[src/verilog/meb_pkg.sv]
package meb_pkg;

    // Address windows of the external bus
    localparam logic [15:0] MEB_WIN_LO    = 16'h1000;
    localparam logic [15:0] MEB_WIN_HI    = 16'h11ff;
    localparam logic [7:0]  MEB_CODEC_HI  = 8'h10;
    localparam logic [7:0]  MEB_EEPROM_HI = 8'h11;

    // Cycle plan of one external access (six cycles, index 0..5)
    localparam int          MEB_ACC_CYCLES = 6;
    localparam logic [2:0]  MEB_PH_ALE     = 3'h0;
    localparam logic [2:0]  MEB_PH_HOLD    = 3'h1;
    localparam logic [2:0]  MEB_PH_STB_ON  = 3'h2;
    localparam logic [2:0]  MEB_PH_STB_OFF = 3'h4;
    localparam logic [2:0]  MEB_PH_LAST    = 3'h5;

    // Reset values
    localparam logic [7:0]  MEB_BUS_RST = 8'h00;

    typedef enum logic [1:0] {MEB_IDLE, MEB_ADDR, MEB_DATA, MEB_DONE} meb_state_e;

    // Request from the internal processor side
    typedef struct packed {
        logic        valid;
        logic        write;
        logic [15:0] addr;
        logic [7:0]  wdata;
    } meb_req_s;

    // Outward pin group
    typedef struct packed {
        logic       ale;
        logic       wr_n;
        logic       rd_n;
        logic       codec_select_n;
        logic       eeprom_select_n;
        logic [7:0] bus_out;
        logic       bus_oe;
    } meb_pins_s;

endpackage

[src/verilog/meb_sync.sv]
`timescale 1ns/100ps
// Two-stage synchroniser for pin inputs; stage one feeds stage two only
module meb_sync
    import meb_pkg::*;
#(
    parameter int W = 1
)
(
    input  wire logic         clk,
    input  wire logic         rst,
    input  wire logic [W-1:0] d,
    output logic      [W-1:0] q
);

    typedef struct packed {
        logic [W-1:0] s1;
        logic [W-1:0] s2;
    } meb_sync_s;

    meb_sync_s st_ff;
    meb_sync_s nxt_st;

    // Shift pin level through two stages
    always_comb
    begin
        nxt_st    = st_ff;
        nxt_st.s1 = d;
        nxt_st.s2 = st_ff.s1;
    end

    always_ff @(posedge clk)
    begin
        if (rst)
            st_ff <= '0;
        else
            st_ff <= nxt_st;
    end

    assign q = st_ff.s2;

endmodule

[src/verilog/meb_bus.sv]
`timescale 1ns/100ps
//
// Contract
// - Codec select goes low during an external access to 1000H..10FFH.
// - EEPROM select goes low during an external access to 1100H..11FFH.
// - Accesses to 1000H..11FFH use the 8-bit muxed bus, address first then data.
// - On a write, data is valid on the bus when the write strobe rises.
// - A high on the master reset input holds the block in reset.
// - The latch strobe idles low and the address is valid at its falling edge.
// - Each external access lasts six clock cycles.
//
module meb_bus
    import meb_pkg::*;
(
    input  wire logic        clk,
    input  wire logic        rst,
    input  wire meb_req_s    req,
    output logic             req_ready,
    output logic             rsp_valid,
    output logic [7:0]       rsp_rdata,
    output logic             rsp_miss,
    input  wire logic [7:0]  muxed_bus_in,
    output logic [7:0]       muxed_bus_out,
    output logic             muxed_bus_oe,
    output logic             ale,
    output logic             wr_n,
    output logic             rd_n,
    output logic             codec_select_n,
    output logic             eeprom_select_n
);

    // Whole state of the block; one comb copy, one register
    typedef struct packed {
        meb_state_e  state;
        logic [2:0]  phase;
        logic        write;
        logic [15:0] addr;
        logic [7:0]  wdata;
        meb_pins_s   pins;
        logic        ready;
        logic        done;
        logic [7:0]  rdata;
        logic        miss;
    } meb_st_s;

    meb_st_s    st_ff;
    meb_st_s    nxt_st;
    logic [7:0] bus_in_sync;

    // Returns 1 for an address inside the muxed bus window; anything else
    // gets no bus cycle at all and is answered as a miss
    function automatic logic in_window(input logic [15:0] a);
        in_window = (a >= MEB_WIN_LO) && (a <= MEB_WIN_HI);
    endfunction

    // Next phase index; both bus states step the same counter
    function automatic logic [2:0] phase_step(input logic [2:0] p);
        phase_step = p + 3'h1;
    endfunction

    // Pin levels with no access running; reset and the end of an access
    // both take them from here so the two cannot drift apart
    function automatic meb_pins_s idle_pins();
        idle_pins                 = '0;
        idle_pins.wr_n            = 1'b1;
        idle_pins.rd_n            = 1'b1;
        idle_pins.codec_select_n  = 1'b1;
        idle_pins.eeprom_select_n = 1'b1;
        idle_pins.bus_out         = MEB_BUS_RST;
    endfunction

    // Bus data comes from outside the clock domain, so synchronise it
    meb_sync #(
        .W (8)
    ) u_sync (
        .clk (clk),
        .rst (rst),
        .d   (muxed_bus_in),
        .q   (bus_in_sync)
    );

    // Access sequencer. Pin plan of a window access, by clock cycle after
    // the edge that takes the request:
    //   1      latch strobe high, address byte out, one select low
    //   2      latch strobe low; address still held so the latch closes on it
    //   3..5   write byte out with write strobe low, or bus released with
    //          read strobe low so the peripheral can turn it around
    //   6      strobe high again; data and select still held
    //   7      bus released, select high, answer pulse with read byte
    //   8      ready for the next request
    // A miss skips the bus entirely: answer in cycle 1, ready in cycle 2.
    // The select is low for cycles 1..6, the six bus cycles of an access.
    // The read byte is the bus level of cycle 4, which reaches the logic
    // through both sync stages in cycle 6. The price of synchronising is
    // that the peripheral must have its byte out one cycle before the
    // strobe rises, not just at the rise.
    always_comb
    begin
        nxt_st      = st_ff;
        nxt_st.done = 1'b0;
        nxt_st.miss = 1'b0;
        case (st_ff.state)
            MEB_IDLE:
            begin
                nxt_st.ready = 1'b1;
                // Request looked at only while ready stands; hold it till then
                if (req.valid && st_ff.ready)
                begin
                    nxt_st.ready = 1'b0;
                    if (in_window(req.addr))
                    begin
                        nxt_st.state = MEB_ADDR;
                        nxt_st.phase = MEB_PH_ALE;
                        nxt_st.write = req.write;
                        nxt_st.addr  = req.addr;
                        nxt_st.wdata = req.wdata;
                        // Address out, latch strobe high, selects decoded
                        nxt_st.pins.bus_out = req.addr[7:0];
                        nxt_st.pins.bus_oe  = 1'b1;
                        nxt_st.pins.ale     = 1'b1;
                        // Upper byte picks exactly one select
                        nxt_st.pins.codec_select_n  =
                            (req.addr[15:8] != MEB_CODEC_HI);
                        nxt_st.pins.eeprom_select_n =
                            (req.addr[15:8] != MEB_EEPROM_HI);
                    end
                    else
                    begin
                        // Out of window: no bus cycle, flag a miss
                        nxt_st.state = MEB_DONE;
                        nxt_st.miss  = 1'b1;
                        nxt_st.done  = 1'b1;
                        nxt_st.rdata = MEB_BUS_RST;
                    end
                end
            end
            MEB_ADDR:
            begin
                nxt_st.phase = phase_step(st_ff.phase);
                // Address held while the strobe falls
                if (st_ff.phase == MEB_PH_ALE)
                    nxt_st.pins.ale = 1'b0;
                // Second cycle: switch the bus from address to data, or let go
                if (st_ff.phase == MEB_PH_HOLD)
                begin
                    nxt_st.state = MEB_DATA;
                    if (st_ff.write)
                    begin
                        nxt_st.pins.bus_out = st_ff.wdata;
                        nxt_st.pins.wr_n    = 1'b0;
                    end
                    else
                    begin
                        nxt_st.pins.bus_oe = 1'b0;
                        nxt_st.pins.rd_n   = 1'b0;
                    end
                end
            end
            MEB_DATA:
            begin
                nxt_st.phase = phase_step(st_ff.phase);
                // Strobe rises with data still held steady
                if (st_ff.phase == MEB_PH_STB_OFF)
                begin
                    nxt_st.pins.wr_n = 1'b1;
                    nxt_st.pins.rd_n = 1'b1;
                end
                if (st_ff.phase == MEB_PH_LAST)
                begin
                    nxt_st.state = MEB_DONE;
                    nxt_st.done  = 1'b1;
                    // Bus level of cycle 4, one cycle before the strobe rise
                    nxt_st.rdata = st_ff.write ? st_ff.wdata : bus_in_sync;
                    nxt_st.pins  = idle_pins();
                end
            end
            MEB_DONE:
            begin
                // One quiet cycle, the one with the answer, before ready rises again
                nxt_st.state = MEB_IDLE;
                nxt_st.ready = 1'b1;
            end
            default:
            begin
                nxt_st.state = MEB_IDLE;
            end
        endcase
    end

    // Synchronous active-high reset idles every pin
    // Level sensitive: a held reset keeps the pins idle and ready low
    always_ff @(posedge clk)
    begin
        if (rst)
        begin
            st_ff       <= '0;
            st_ff.state <= MEB_IDLE;
            st_ff.pins  <= idle_pins();
        end
        else
            st_ff <= nxt_st;
    end

    // All outputs come straight from state flops, so no pin ever
    // shows a combinational glitch from the sequencer
    assign req_ready       = st_ff.ready;
    assign rsp_valid       = st_ff.done;
    assign rsp_rdata       = st_ff.rdata;
    assign rsp_miss        = st_ff.miss;
    assign muxed_bus_out   = st_ff.pins.bus_out;
    assign muxed_bus_oe    = st_ff.pins.bus_oe;
    assign ale             = st_ff.pins.ale;
    assign wr_n            = st_ff.pins.wr_n;
    assign rd_n            = st_ff.pins.rd_n;
    assign codec_select_n  = st_ff.pins.codec_select_n;
    assign eeprom_select_n = st_ff.pins.eeprom_select_n;

endmodule

[config.mk]
export PLATFORM = sky130hd
export DESIGN_NAME = meb_bus
export DESIGN_NICKNAME = d
export VERILOG_FILES = /design/src/verilog/meb_pkg.sv /design/src/verilog/meb_sync.sv /design/src/verilog/meb_bus.sv
export SDC_FILE = /design/constraint.sdc
export NUM_CORES = 1
export LEC_CHECK = 0
export BUFFER_PORTS_ARGS = -buffer_cell sky130_fd_sc_hd__clkbuf_2
export CAP_MARGIN = 10
export CORE_MARGIN = 4
export CORE_UTILIZATION = 55
export CTS_CLUSTER_DIAMETER = 60
export CTS_CLUSTER_SIZE = 30
export DETAILED_ROUTE_END_ITERATION = 8
export GPL_TIMING_DRIVEN = 0
export PLACE_DENSITY = 0.91
export SYNTH_ARGS = -nofsm -noshare
export SYNTH_HDL_FRONTEND = slang
export SYNTH_SLANG_ARGS = --single-unit
export TNS_END_PERCENT = 30
[constraint.sdc]
create_clock -name clk -period 6.1 [get_ports clk]
set_input_delay 1.22 -clock clk [delete_from_list [all_inputs] [get_ports clk]]
set_output_delay 1.22 -clock clk [all_outputs]
set_load 0.05 [all_outputs]
==> results of run 1 <==
==> worst max path at each step <==
| stage | start | end | slack (ns) | cells after the start |
|---|---|---|---|---|
| after floorplan | req[19] | codec_select_n$_SDFFE_PP1P_ | 3.33 | 4 |
| after global placement | req[19] | muxed_bus_out[5]$_SDFFE_PP0P_ | 3.19 | 6 |
| after detailed placement | req[19] | muxed_bus_out[7]$_SDFFE_PP0P_ | 3.12 | 6 |
| after CTS | req[19] | muxed_bus_out[7]$_SDFFE_PP0P_ | 3.42 | 6 |
| after global routing | req[19] | muxed_bus_out[7]$_SDFFE_PP0P_ | 3.29 | 6 |
| final | req[19] | muxed_bus_out[7]$_SDFFE_PP0P_ | 3.40 | 6 |
==> Yosys cell counts (all sizes together), types with 3 or more instances <==
cell type	count
buf	20
dfxtp	55
ha	8
inv	12
o22a	8
nand3	13
mux2i	18
o21ai	4
or3	4
a31oi	8
nor2b	16
nor3	4
nor2	22
nand2b	3
nand2	15
clkbuf	12
a311oi	10
==> per-layer routing <==
layer,global-route usage (%),routed length [um]
met1,23.92,2315
met2,36.98,2784
met5,0,0
met3,5.741,369
met4,9.091,146
==> sequential cells by signal, summed over array words and instances, names as in the netlist <==
signal,cells
ale,1
st_ff,14
rsp_miss,1
rd_n,1
rsp_valid,1
u_sync.q,8
rsp_rdata,8
eeprom_select_n,1
u_sync.nxt_st,8
muxed_bus_oe,1
codec_select_n,1
req_ready,1
muxed_bus_out,8
wr_n,1
==> worst reg2reg max path: cells and delay by family (launching register included) <==
kind,cells,cell delay (ns)
compound gates,3,0.66
fa+ha+maj,1,0.21
buf+inv,3,0.71
flops,1,0.41
simple gates,1,0.39
==> logic make-up (layout without fill, tap and decap cells) <==
family          count (synthesis)  after routing  share of synthesized area, %
compound gates                 50             50                         16.33
fa+ha+maj                       8              8                         4.084
buf+inv                        44            111                         9.648
flops                          55             55                         44.92
mux                            18             18                         7.351
simple gates                   84             84                         17.66
==> layout make-up <==
cell class	instances	area share [%]
clock inverters	3	0.8613
flip-flops and latches	55	37.90
multi-input cells	160	38.33
inverters	12	1.550
plain buffers	32	6.589
well taps	52	2.239
repair buffers	59	10.16
clock buffers	5	2.369
==> placed cells by master, fill, tap and decap left out, types with 2 or more instances in the layout <==
cell type and count:
o21ai_0 3, inv_6 2, clkbuf_1 12, clkbuf_2 59
nand2_1 15, buf_4 16, inv_1 12, o32a_1 2
and3_1 2, o31ai_1 2, nand3_1 13, mux2i_1 18
buf_2 3, nor2b_1 16, a21boi_0 2, nor2_1 22
nor3_1 4, o211a_1 2, or3_4 2, a311oi_1 10
o22a_1 8, a211oi_1 2, dfxtp_1 55, nand2b_1 3
o32ai_1 2, a31oi_1 8, nand4_1 2, or3_1 2
clkbuf_8 5, ha_1 8
==> power breakdown <==
group,total (mW),switching [mW],internal (mW)
clock network,0.209,0.125,0.0839
logic,0.633,0.422,0.212
registers,0.456,0.0371,0.419
==> stage by stage <==
stage               total power [mW]  cell area, sq um  hold slack [ns]  util (%)
CTS                            1.298              2905           0.4510     67.19
finish                         1.298              2905           0.4501     67.19
global placement               1.063              2811           0.4163     65.02
global route                   1.372              2905           0.4601     67.19
floorplan                     0.9506              2451           0.4138         -
detailed placement             1.087              2811           0.4258     65.02
==> impl_metrics.env, run 1 <==
export IMPL_die_h_um=74.76
export IMPL_grt_overflow_total=0
export IMPL_diodes=0
export IMPL_fin_crit_ns=2.697
export IMPL_clk_latency_ns=0.32
export IMPL_cts_tree="yes"
export IMPL_startpoint_type="input pin"
export IMPL_worstHoldStart="u_sync.nxt_st[6]$_SDFF_PP0_"
export IMPL_syn_nets=303
export IMPL_fin_setup_tns_ns=0
export IMPL_portBuffers=59
export IMPL_status="finished, final reports clean"
export IMPL_async_flop_share_pct=0
export IMPL_worstMarginPinSlew_ns=0.6446
export IMPL_max_freq_ghz=0.3708
export IMPL_grt_setup_unrepaired="false"
export IMPL_die_w_um=74.76
export IMPL_io_pins=61
export IMPL_holdBufCountCts=0
export IMPL_die_area_sq_um=5588
export IMPL_cp_top_family="compound AO/OA/AOI/OAI gates"
export IMPL_n_fill_cell=358
export IMPL_worst_setup_path_type="input pin to flip-flop"
export IMPL_path_buf_inv=2
export IMPL_final_cells=378
export IMPL_skew_ns=0.006642
export IMPL_min_to="u_sync.q[6]$_SDFF_PP0_"
export IMPL_grt_use_total_pct=21.05
export IMPL_min_path_type="flip-flop to flip-flop"
export IMPL_rows=24
export IMPL_routed_wl_mm=5.616
export IMPL_post_cts_resized=0
export IMPL_drive_gt1_share_pct=28.22
export IMPL_ys_flop_type="dfxtp_1"
export IMPL_crit_slowest_cell="or4b_4"
export IMPL_place_inst=370
export IMPL_ys_seq_elements=55
export IMPL_start_util_pct=56.68
export IMPL_slew_viol_final=0
export IMPL_final_period_utilization_pct=44.21
export IMPL_synth_edf_count=0
export IMPL_synth_area_leader_cell="dfxtp_1"
export IMPL_leakage_nw=1.326
export IMPL_netlist_area_sq_um=2451
export IMPL_grt_pass1_vias=1987
export IMPL_final_seq_area_sq_um=1101
export IMPL_synth_top_area_share_pct=44.92
export IMPL_core_sq_um=4324
export IMPL_clk_path_buf_depth=2
export IMPL_hold_depth=1
export IMPL_gp_congestion=0.8396
export IMPL_drc_errors=0
export IMPL_rr_startpoint="st_ff[53]$_SDFFE_PP0P_"
export IMPL_ant_nets=0
export IMPL_critPathMaxStageDelay_ns=0.57
export IMPL_synth_cell_type_count=40
export IMPL_netlist_instances=259
export IMPL_multi_input_area_sq_um=1114
export IMPL_cap_violations=0
export IMPL_critPathMaxFanout=10
export IMPL_place_ws_ns=3.122
export IMPL_cts_sinks=55
export IMPL_synth_warnings=0
export IMPL_cts_max_level=2
export IMPL_grt_start_max_net_pins=20
export IMPL_crit_chain="clkbuf_2, or4b_4, o21ai_0, buf_2, a31oi_1, a311oi_1"
export IMPL_reg2reg_slack_ns=3.65
export IMPL_cts_root_buf="clkbuf_8"
export IMPL_wire_per_inst_um=14.86
export IMPL_vdd_drop_max_mv=0.2103
export IMPL_syn_avg_cell_area_sq_um=9.464
export IMPL_grt_first_pass_wirelength_mm=8.928
export IMPL_rr_endpoint="muxed_bus_out[5]$_SDFFE_PP0P_"
export IMPL_num_vias=2097
export IMPL_drt_iter0_markers=149
export IMPL_cts_reportedPaths_clkPinSlew_ns=0.10
export IMPL_antenna_found_initial=0
export IMPL_viasPerCell=5.548
export IMPL_dr_pass1_iters=4
export IMPL_ys_top_cells_by_area="dfxtp_1 (45%), mux2i_1 (7.4%), buf_4 (4.9%)"
export IMPL_slew_headroom_pct=57.03
export IMPL_place_hpwl_mm=4.154
export IMPL_cp_end_kind="flip-flop"
export IMPL_synthToLayoutAreaGrowth_pct=18.53
export IMPL_powerDensity_nw_per_um2=446.8
export IMPL_setup_viol=0
export IMPL_worstPathRequired_ns=6.33
export IMPL_arrival_ns=2.92
export IMPL_layout_nets=369
export IMPL_cts_buffers=5
export IMPL_seq_area_frac_synth_pct=44.92
export IMPL_ff2ff_path_depth=8
export IMPL_finalHoldViolCount=0
export IMPL_setup_slack_ns=3.403
export IMPL_postCtsSetupRepairBufs=0
Note: power is estimated with default switching activity, not from simulation.
==> run 2, diff against run 1 <==
Settings changed: CORE_UTILIZATION 55 to 52, PLACE_DENSITY 0.91 to 0.87.
Clock period 6.1 ns to 2.7 ns, I/O delays scaled along.
==> run 2 against run 1 <==
Effect of this change:
- cell area fell by 0.30%
- clock skew rose by 0.0043 ns
- critical path type is now flip-flop to flip-flop
- largest power group unchanged
- sequential cell count did not move
- wire length fell by 6.1%
==> impl_metrics.env, run 2 (synthesized netlist as in run 1, its figures left out) <==
export IMPL_grt_start_max_net_pins=17
export IMPL_finalHoldViolCount=0
export IMPL_worstHoldStart="muxed_bus_in[6]"
export IMPL_wire_per_inst_um=13.95
export IMPL_clk_latency_ns=0.31
export IMPL_die_h_um=76.66
export IMPL_post_cts_resized=0
export IMPL_regMostFlops="st_ff"
export IMPL_placed_area_sq_um=2811
export IMPL_worst_setup_path_type="flip-flop to flip-flop"
export IMPL_place_hpwl_mm=4.122
export IMPL_rr_endpoint="muxed_bus_out[4]$_SDFFE_PP0P_"
export IMPL_routed_wl_mm=5.274
export IMPL_largest_register_ffs=14
export IMPL_cts_root_buf="clkbuf_8"
export IMPL_cts_tree="yes"
export IMPL_critPathMaxStageDelay_ns=0.41
export IMPL_cts_max_level=2
export IMPL_rr_startpoint="st_ff[53]$_SDFFE_PP0P_"
export IMPL_drt_iter0_markers=198
export IMPL_powerDensity_nw_per_um2=993.1
export IMPL_synthToLayoutAreaGrowth_pct=18.17
export IMPL_slew_viol_final=0
export IMPL_drc_errors=0
export IMPL_status="finished, final reports clean"
export IMPL_dr_pass1_iters=4
export IMPL_startpoint="st_ff[53]$_SDFFE_PP0P_"
export IMPL_final_area_sq_um=2897
export IMPL_gp_congestion=0.8250
export IMPL_layout_nets=369
export IMPL_num_vias=2029
export IMPL_fin_setup_tns_ns=0
export IMPL_drive_gt1_share_pct=27.91
export IMPL_worstPathRequired_ns=2.92
export IMPL_clk_path_buf_depth=2
export IMPL_postCtsSetupRepairBufs=0
export IMPL_rows=24
export IMPL_fin_crit_ns=2.449
export IMPL_grt_first_pass_wirelength_mm=8.811
export IMPL_grt_setup_unrepaired="false"
export IMPL_portBuffers=59
export IMPL_hold_depth=2
export IMPL_min_to="u_sync.nxt_st[6]$_SDFF_PP0_"
export IMPL_crit_chain="inv_1, ha_1, clkbuf_1, a21boi_0, nor3_1, clkbuf_1, a31oi_1, a311oi_1"
export IMPL_crit_slowest_cell="dfxtp_1"
export IMPL_leakage_nw=1.322
export IMPL_grt_overflow_total=0
export IMPL_cp_end_kind="flip-flop"
export IMPL_cts_buffers=5
export IMPL_min_path_type="input pin to flip-flop"
export IMPL_n_fill_cell=376
export IMPL_slew_headroom_pct=57.80
export IMPL_skew_ns=0.01095
export IMPL_final_period_utilization_pct=90.72
export IMPL_diodes=0
export IMPL_antenna_found_initial=0
export IMPL_grt_pass1_vias=1894
export IMPL_ff2ff_path_depth=8
export IMPL_core_sq_um=4444
export IMPL_grt_use_total_pct=18.27
export IMPL_startpoint_type="flip-flop"
export IMPL_io_pins=61
export IMPL_reg2reg_slack_ns=0.25
export IMPL_die_area_sq_um=5876
export IMPL_holdBufCountCts=0
export IMPL_cts_sinks=55
export IMPL_worstMarginPinSlew_ns=0.6288
export IMPL_die_w_um=76.66
export IMPL_ant_nets=0
export IMPL_arrival_ns=2.67
export IMPL_cts_reportedPaths_clkPinSlew_ns=0.10
export IMPL_start_util_pct=55.15
export IMPL_cap_violations=0
export IMPL_max_freq_ghz=0.4083
export IMPL_final_cell_mix="clkbuf_2 (59), dfxtp_1 (55), nor2_1 (22)"
export IMPL_cp_common_cell="clkbuf_1"
export IMPL_vdd_drop_max_mv=0.5149
export IMPL_layout_cells_most_common="clkbuf_2"
export IMPL_critPathMaxFanout=10
export IMPL_setup_viol=0
export IMPL_viasPerCell=5.368
[run 2: cell count changes in the layout (fill, tap and decap cells not counted), sizes merged]
cell,before,now
inv,14,12
clkbuf,76,77
clkinv,0,1
[run 2: critical path, delay by kind of cell (launching register included)]
kind                     cells  cell delay [ns]
flip-flops                   1             0.41
adder cells (fa/ha/maj)      1             0.20
AO/OA/AOI/OAI                3             0.67
AND/OR/NAND/NOR              1             0.38
buffers and inverters        3             0.70
[run 2: worst max-delay path by stage]
stage / end / slack [ns] / depth (start not counted)
2_1_floorplan: codec_select_n$_SDFFE_PP1P_ / 0.61 / 4
3_3_place_gp: muxed_bus_out[0]$_SDFFE_PP0P_ / 0.45 / 8
3_5_place_dp: muxed_bus_out[4]$_SDFFE_PP0P_ / 0.33 / 8
4_1_cts: muxed_bus_out[4]$_SDFFE_PP0P_ / 0.29 / 8
5_1_grt: muxed_bus_out[1]$_SDFFE_PP0P_ / 0.13 / 8
6_report: muxed_bus_out[4]$_SDFFE_PP0P_ / 0.25 / 8
[run 2: cell type report]
class | count | area [sq um] | share of cell area, %
well taps | 52 | 65.06 | 2.246
inverters | 12 | 45.04 | 1.555
repair buffers | 59 | 295.3 | 10.19
multi-input cells | 160 | 1114 | 38.44
clock buffers | 6 | 72.57 | 2.505
flip-flops and latches | 55 | 1101 | 38.01
plain buffers | 32 | 191.4 | 6.609
clock inverters | 2 | 12.51 | 0.4320
[run 2: where the power goes]
part,total [mW],internal (mW),switching [mW],leakage [nW]
Combinational,1.41,0.476,0.934,0.831
Clock,0.438,0.182,0.256,0.0412
Sequential,1.03,0.946,0.0825,0.450
Total,2.88,1.60,1.27,1.32
[run 2: metrics by stage]
stage	hold WS [ns]	power, mW	setup slack (ns)	utilization (%)	std cells
floorplan	0.4138	2.148	0.6088	-	259
global placement	0.4156	2.405	0.4510	63.26	370
detailed placement	0.4258	2.450	0.3250	63.26	370
CTS	0.4300	2.886	0.2942	65.17	378
global route	0.4257	3.055	0.1347	65.17	378
finish	0.4371	2.876	0.2506	65.17	378
[run 2: routing by layer]
metal | share of wire [%] | global-route usage, %
met1 | 44 | 23.74
met2 | 49 | 29.88
met3 | 6.2 | 4.215
met4 | 1.2 | 6.159
met5 | 0 | 0
==> run 3, diff against run 2 <==
Settings changed: CORE_UTILIZATION 52 to 40, PLACE_DENSITY 0.87 to 0.72, SKIP_LAST_GASP set to 1.
==> run 3 against run 2 <==
Effect of this change:
- combinational power about the same
- sequential cell count stayed put
- total power increased by 1.7%
- clock power rose by 14%
- cell count grew 6.1%
- critical path depth did not move
==> impl_metrics.env, run 3 (synthesized netlist as in run 1, its figures left out) <==
export IMPL_antenna_found_initial=0
export IMPL_final_cells=401
export IMPL_synthToLayoutAreaGrowth_pct=19.96
export IMPL_cp_end_kind="flip-flop"
export IMPL_worstMarginPinSlew_ns=0.6130
export IMPL_cts_reportedPaths_clkPinSlew_ns=0.11
export IMPL_grt_overflow_total=0
export IMPL_layout_cells_most_common="clkbuf_2"
export IMPL_gp_congestion=0.8632
export IMPL_drc_errors=0
export IMPL_grt_first_pass_wirelength_mm=8.914
export IMPL_grt_start_max_net_pins=21
export IMPL_cp_top_family="buffers and inverters"
export IMPL_place_ws_ns=0.4112
export IMPL_rows=28
export IMPL_routed_wl_mm=5.313
export IMPL_crit_chain="inv_1, ha_1, clkbuf_1, a21boi_0, nor3_1, clkbuf_1, a31oi_1, a311oi_1"
export IMPL_grt_use_met1_pct=20.33
export IMPL_drt_iter0_markers=118
export IMPL_swShare_pct=44.61
export IMPL_startpoint_type="flip-flop"
export IMPL_crit_slowest_cell="dfxtp_1"
export IMPL_start_util_pct=41.40
export IMPL_gr_usage_met3_pct=2.852
export IMPL_final_core_util_pct=49.66
export IMPL_p_switching_mw=1.305
export IMPL_grt_busiest_layer="met2"
export IMPL_vdd_drop_max_mv=0.4339
export IMPL_min_path_type="input pin to flip-flop"
export IMPL_setup_slack_ns=0.3514
export IMPL_cts_max_level=2
export IMPL_cap_violations=0
export IMPL_leakage_nw=1.334
export IMPL_place_hpwl_mm=4.112
export IMPL_cp_common_cell="clkbuf_1"
export IMPL_slew_viol_final=0
export IMPL_postCtsSetupRepairBufs=0
export IMPL_arrival_ns=2.58
export IMPL_die_h_um=86.28
export IMPL_skew_ns=0.005091
export IMPL_grt_use_total_pct=15.02
export IMPL_dr_pass1_iters=4
export IMPL_layout_nets=369
export IMPL_fin_crit_ns=2.349
export IMPL_grt_pass1_vias=1922
export IMPL_core_sq_um=5921
export IMPL_die_area_sq_um=7444
export IMPL_final_cell_mix="clkbuf_2 (59), dfxtp_1 (55), nor2_1 (22)"
export IMPL_num_vias=2019
export IMPL_grt_met2_usage_pct=24.04
export IMPL_setup_viol=0
export IMPL_worst_setup_path_type="flip-flop to flip-flop"
export IMPL_power_combinational_fraction_pct=47.8
export IMPL_regMostFlops="st_ff"
export IMPL_worstPathRequired_ns=2.93
export IMPL_clk_path_buf_depth=2
export IMPL_max_freq_ghz=0.4258
export IMPL_fin_setup_tns_ns=0
export IMPL_io_pins=61
export IMPL_portBuffers=59
export IMPL_largest_register_ffs=14
export IMPL_cts_tree="yes"
export IMPL_seqPwrFrac_pct=35.1
export IMPL_diodes=0
export IMPL_cts_root_buf="clkbuf_8"
export IMPL_cts_buffers=5
export IMPL_final_area_sq_um=2940
export IMPL_cts_sinks=55
export IMPL_ant_nets=0
export IMPL_wire_per_inst_um=13.25
export IMPL_holdBufCountCts=0
export IMPL_internal_power_mw=1.620
export IMPL_clk_latency_ns=0.31
export IMPL_die_w_um=86.28
export IMPL_finalHoldViolCount=0
export IMPL_drive_gt1_share_pct=28.22
export IMPL_status="finished, final reports clean"
export IMPL_viasPerCell=5.035
export IMPL_final_period_utilization_pct=86.98
export IMPL_critPathMaxStageDelay_ns=0.41
export IMPL_path_buf_inv=3
export IMPL_clockPowerShare_pct=17.1
export IMPL_place_inst=393
export IMPL_post_cts_resized=0
export IMPL_powerDensity_nw_per_um2=994.7
export IMPL_placed_area_sq_um=2840
export IMPL_slew_headroom_pct=59.13
export IMPL_grt_setup_unrepaired="false"
export IMPL_n_fill_cell=560
export IMPL_critPathMaxFanout=10
[run 3: cell count changes in the layout (fill, tap and decap cells not counted), sizes merged]
cell and delta:
clkbuf -1, clkinvlp -1, clkinv -1, inv +3
[run 3: path summary, 6_finish.rpt]
kind                                                 endpoint  slack, ns                   startpoint  depth (start not counted)
worst min-delay path              u_sync.nxt_st[5]$_SDFF_PP0_       0.42              muxed_bus_in[5]                          2
worst min register to register         u_sync.q[3]$_SDFF_PP0_       0.45  u_sync.nxt_st[3]$_SDFF_PP0_                          1
worst max-delay path            muxed_bus_out[4]$_SDFFE_PP0P_       0.35       st_ff[53]$_SDFFE_PP0P_                          8
worst max register to register  muxed_bus_out[4]$_SDFFE_PP0P_       0.35       st_ff[53]$_SDFFE_PP0P_                          8
[run 3: power by group through the flow]
stage | Sequential (mW) | Clock (mW) | Combinational, mW
2_1_floorplan | 1.06 | 0 | 1.08
3_3_place_gp | 1.04 | 0 | 1.38
3_5_place_dp | 1.05 | 0 | 1.40
4_1_cts | 1.03 | 0.513 | 1.40
5_1_grt | 1.04 | 0.549 | 1.53
6_report | 1.03 | 0.500 | 1.40
[run 3: through the flow]
stage / total power [mW] / hold WS [ns]
floorplan: 2.148 / 0.4138
global placement: 2.417 / 0.4182
detailed placement: 2.445 / 0.4231
CTS: 2.945 / 0.4173
global route: 3.126 / 0.4232
finish: 2.925 / 0.4234
[run 3: final cells by class]
cell class                      count  area [sq um]  area share (%)
Clock inverter                      3         31.28           1.064
Clock buffer                        5         68.82           2.340
Tap cell                           75         93.84           3.191
Inverter                           12         45.04           1.532
Buffer                             32         191.4           6.511
Multi-Input combinational cell    160          1114           37.87
Timing Repair Buffer               59         295.3           10.04
Sequential cell                    55          1101           37.45
[run 3: layer usage]
metal,vias up,part of all wire [%]
met5,-,0
met4,0,1.5
met3,9,5.7
met2,58,46
met1,920,47
li1,1032,-
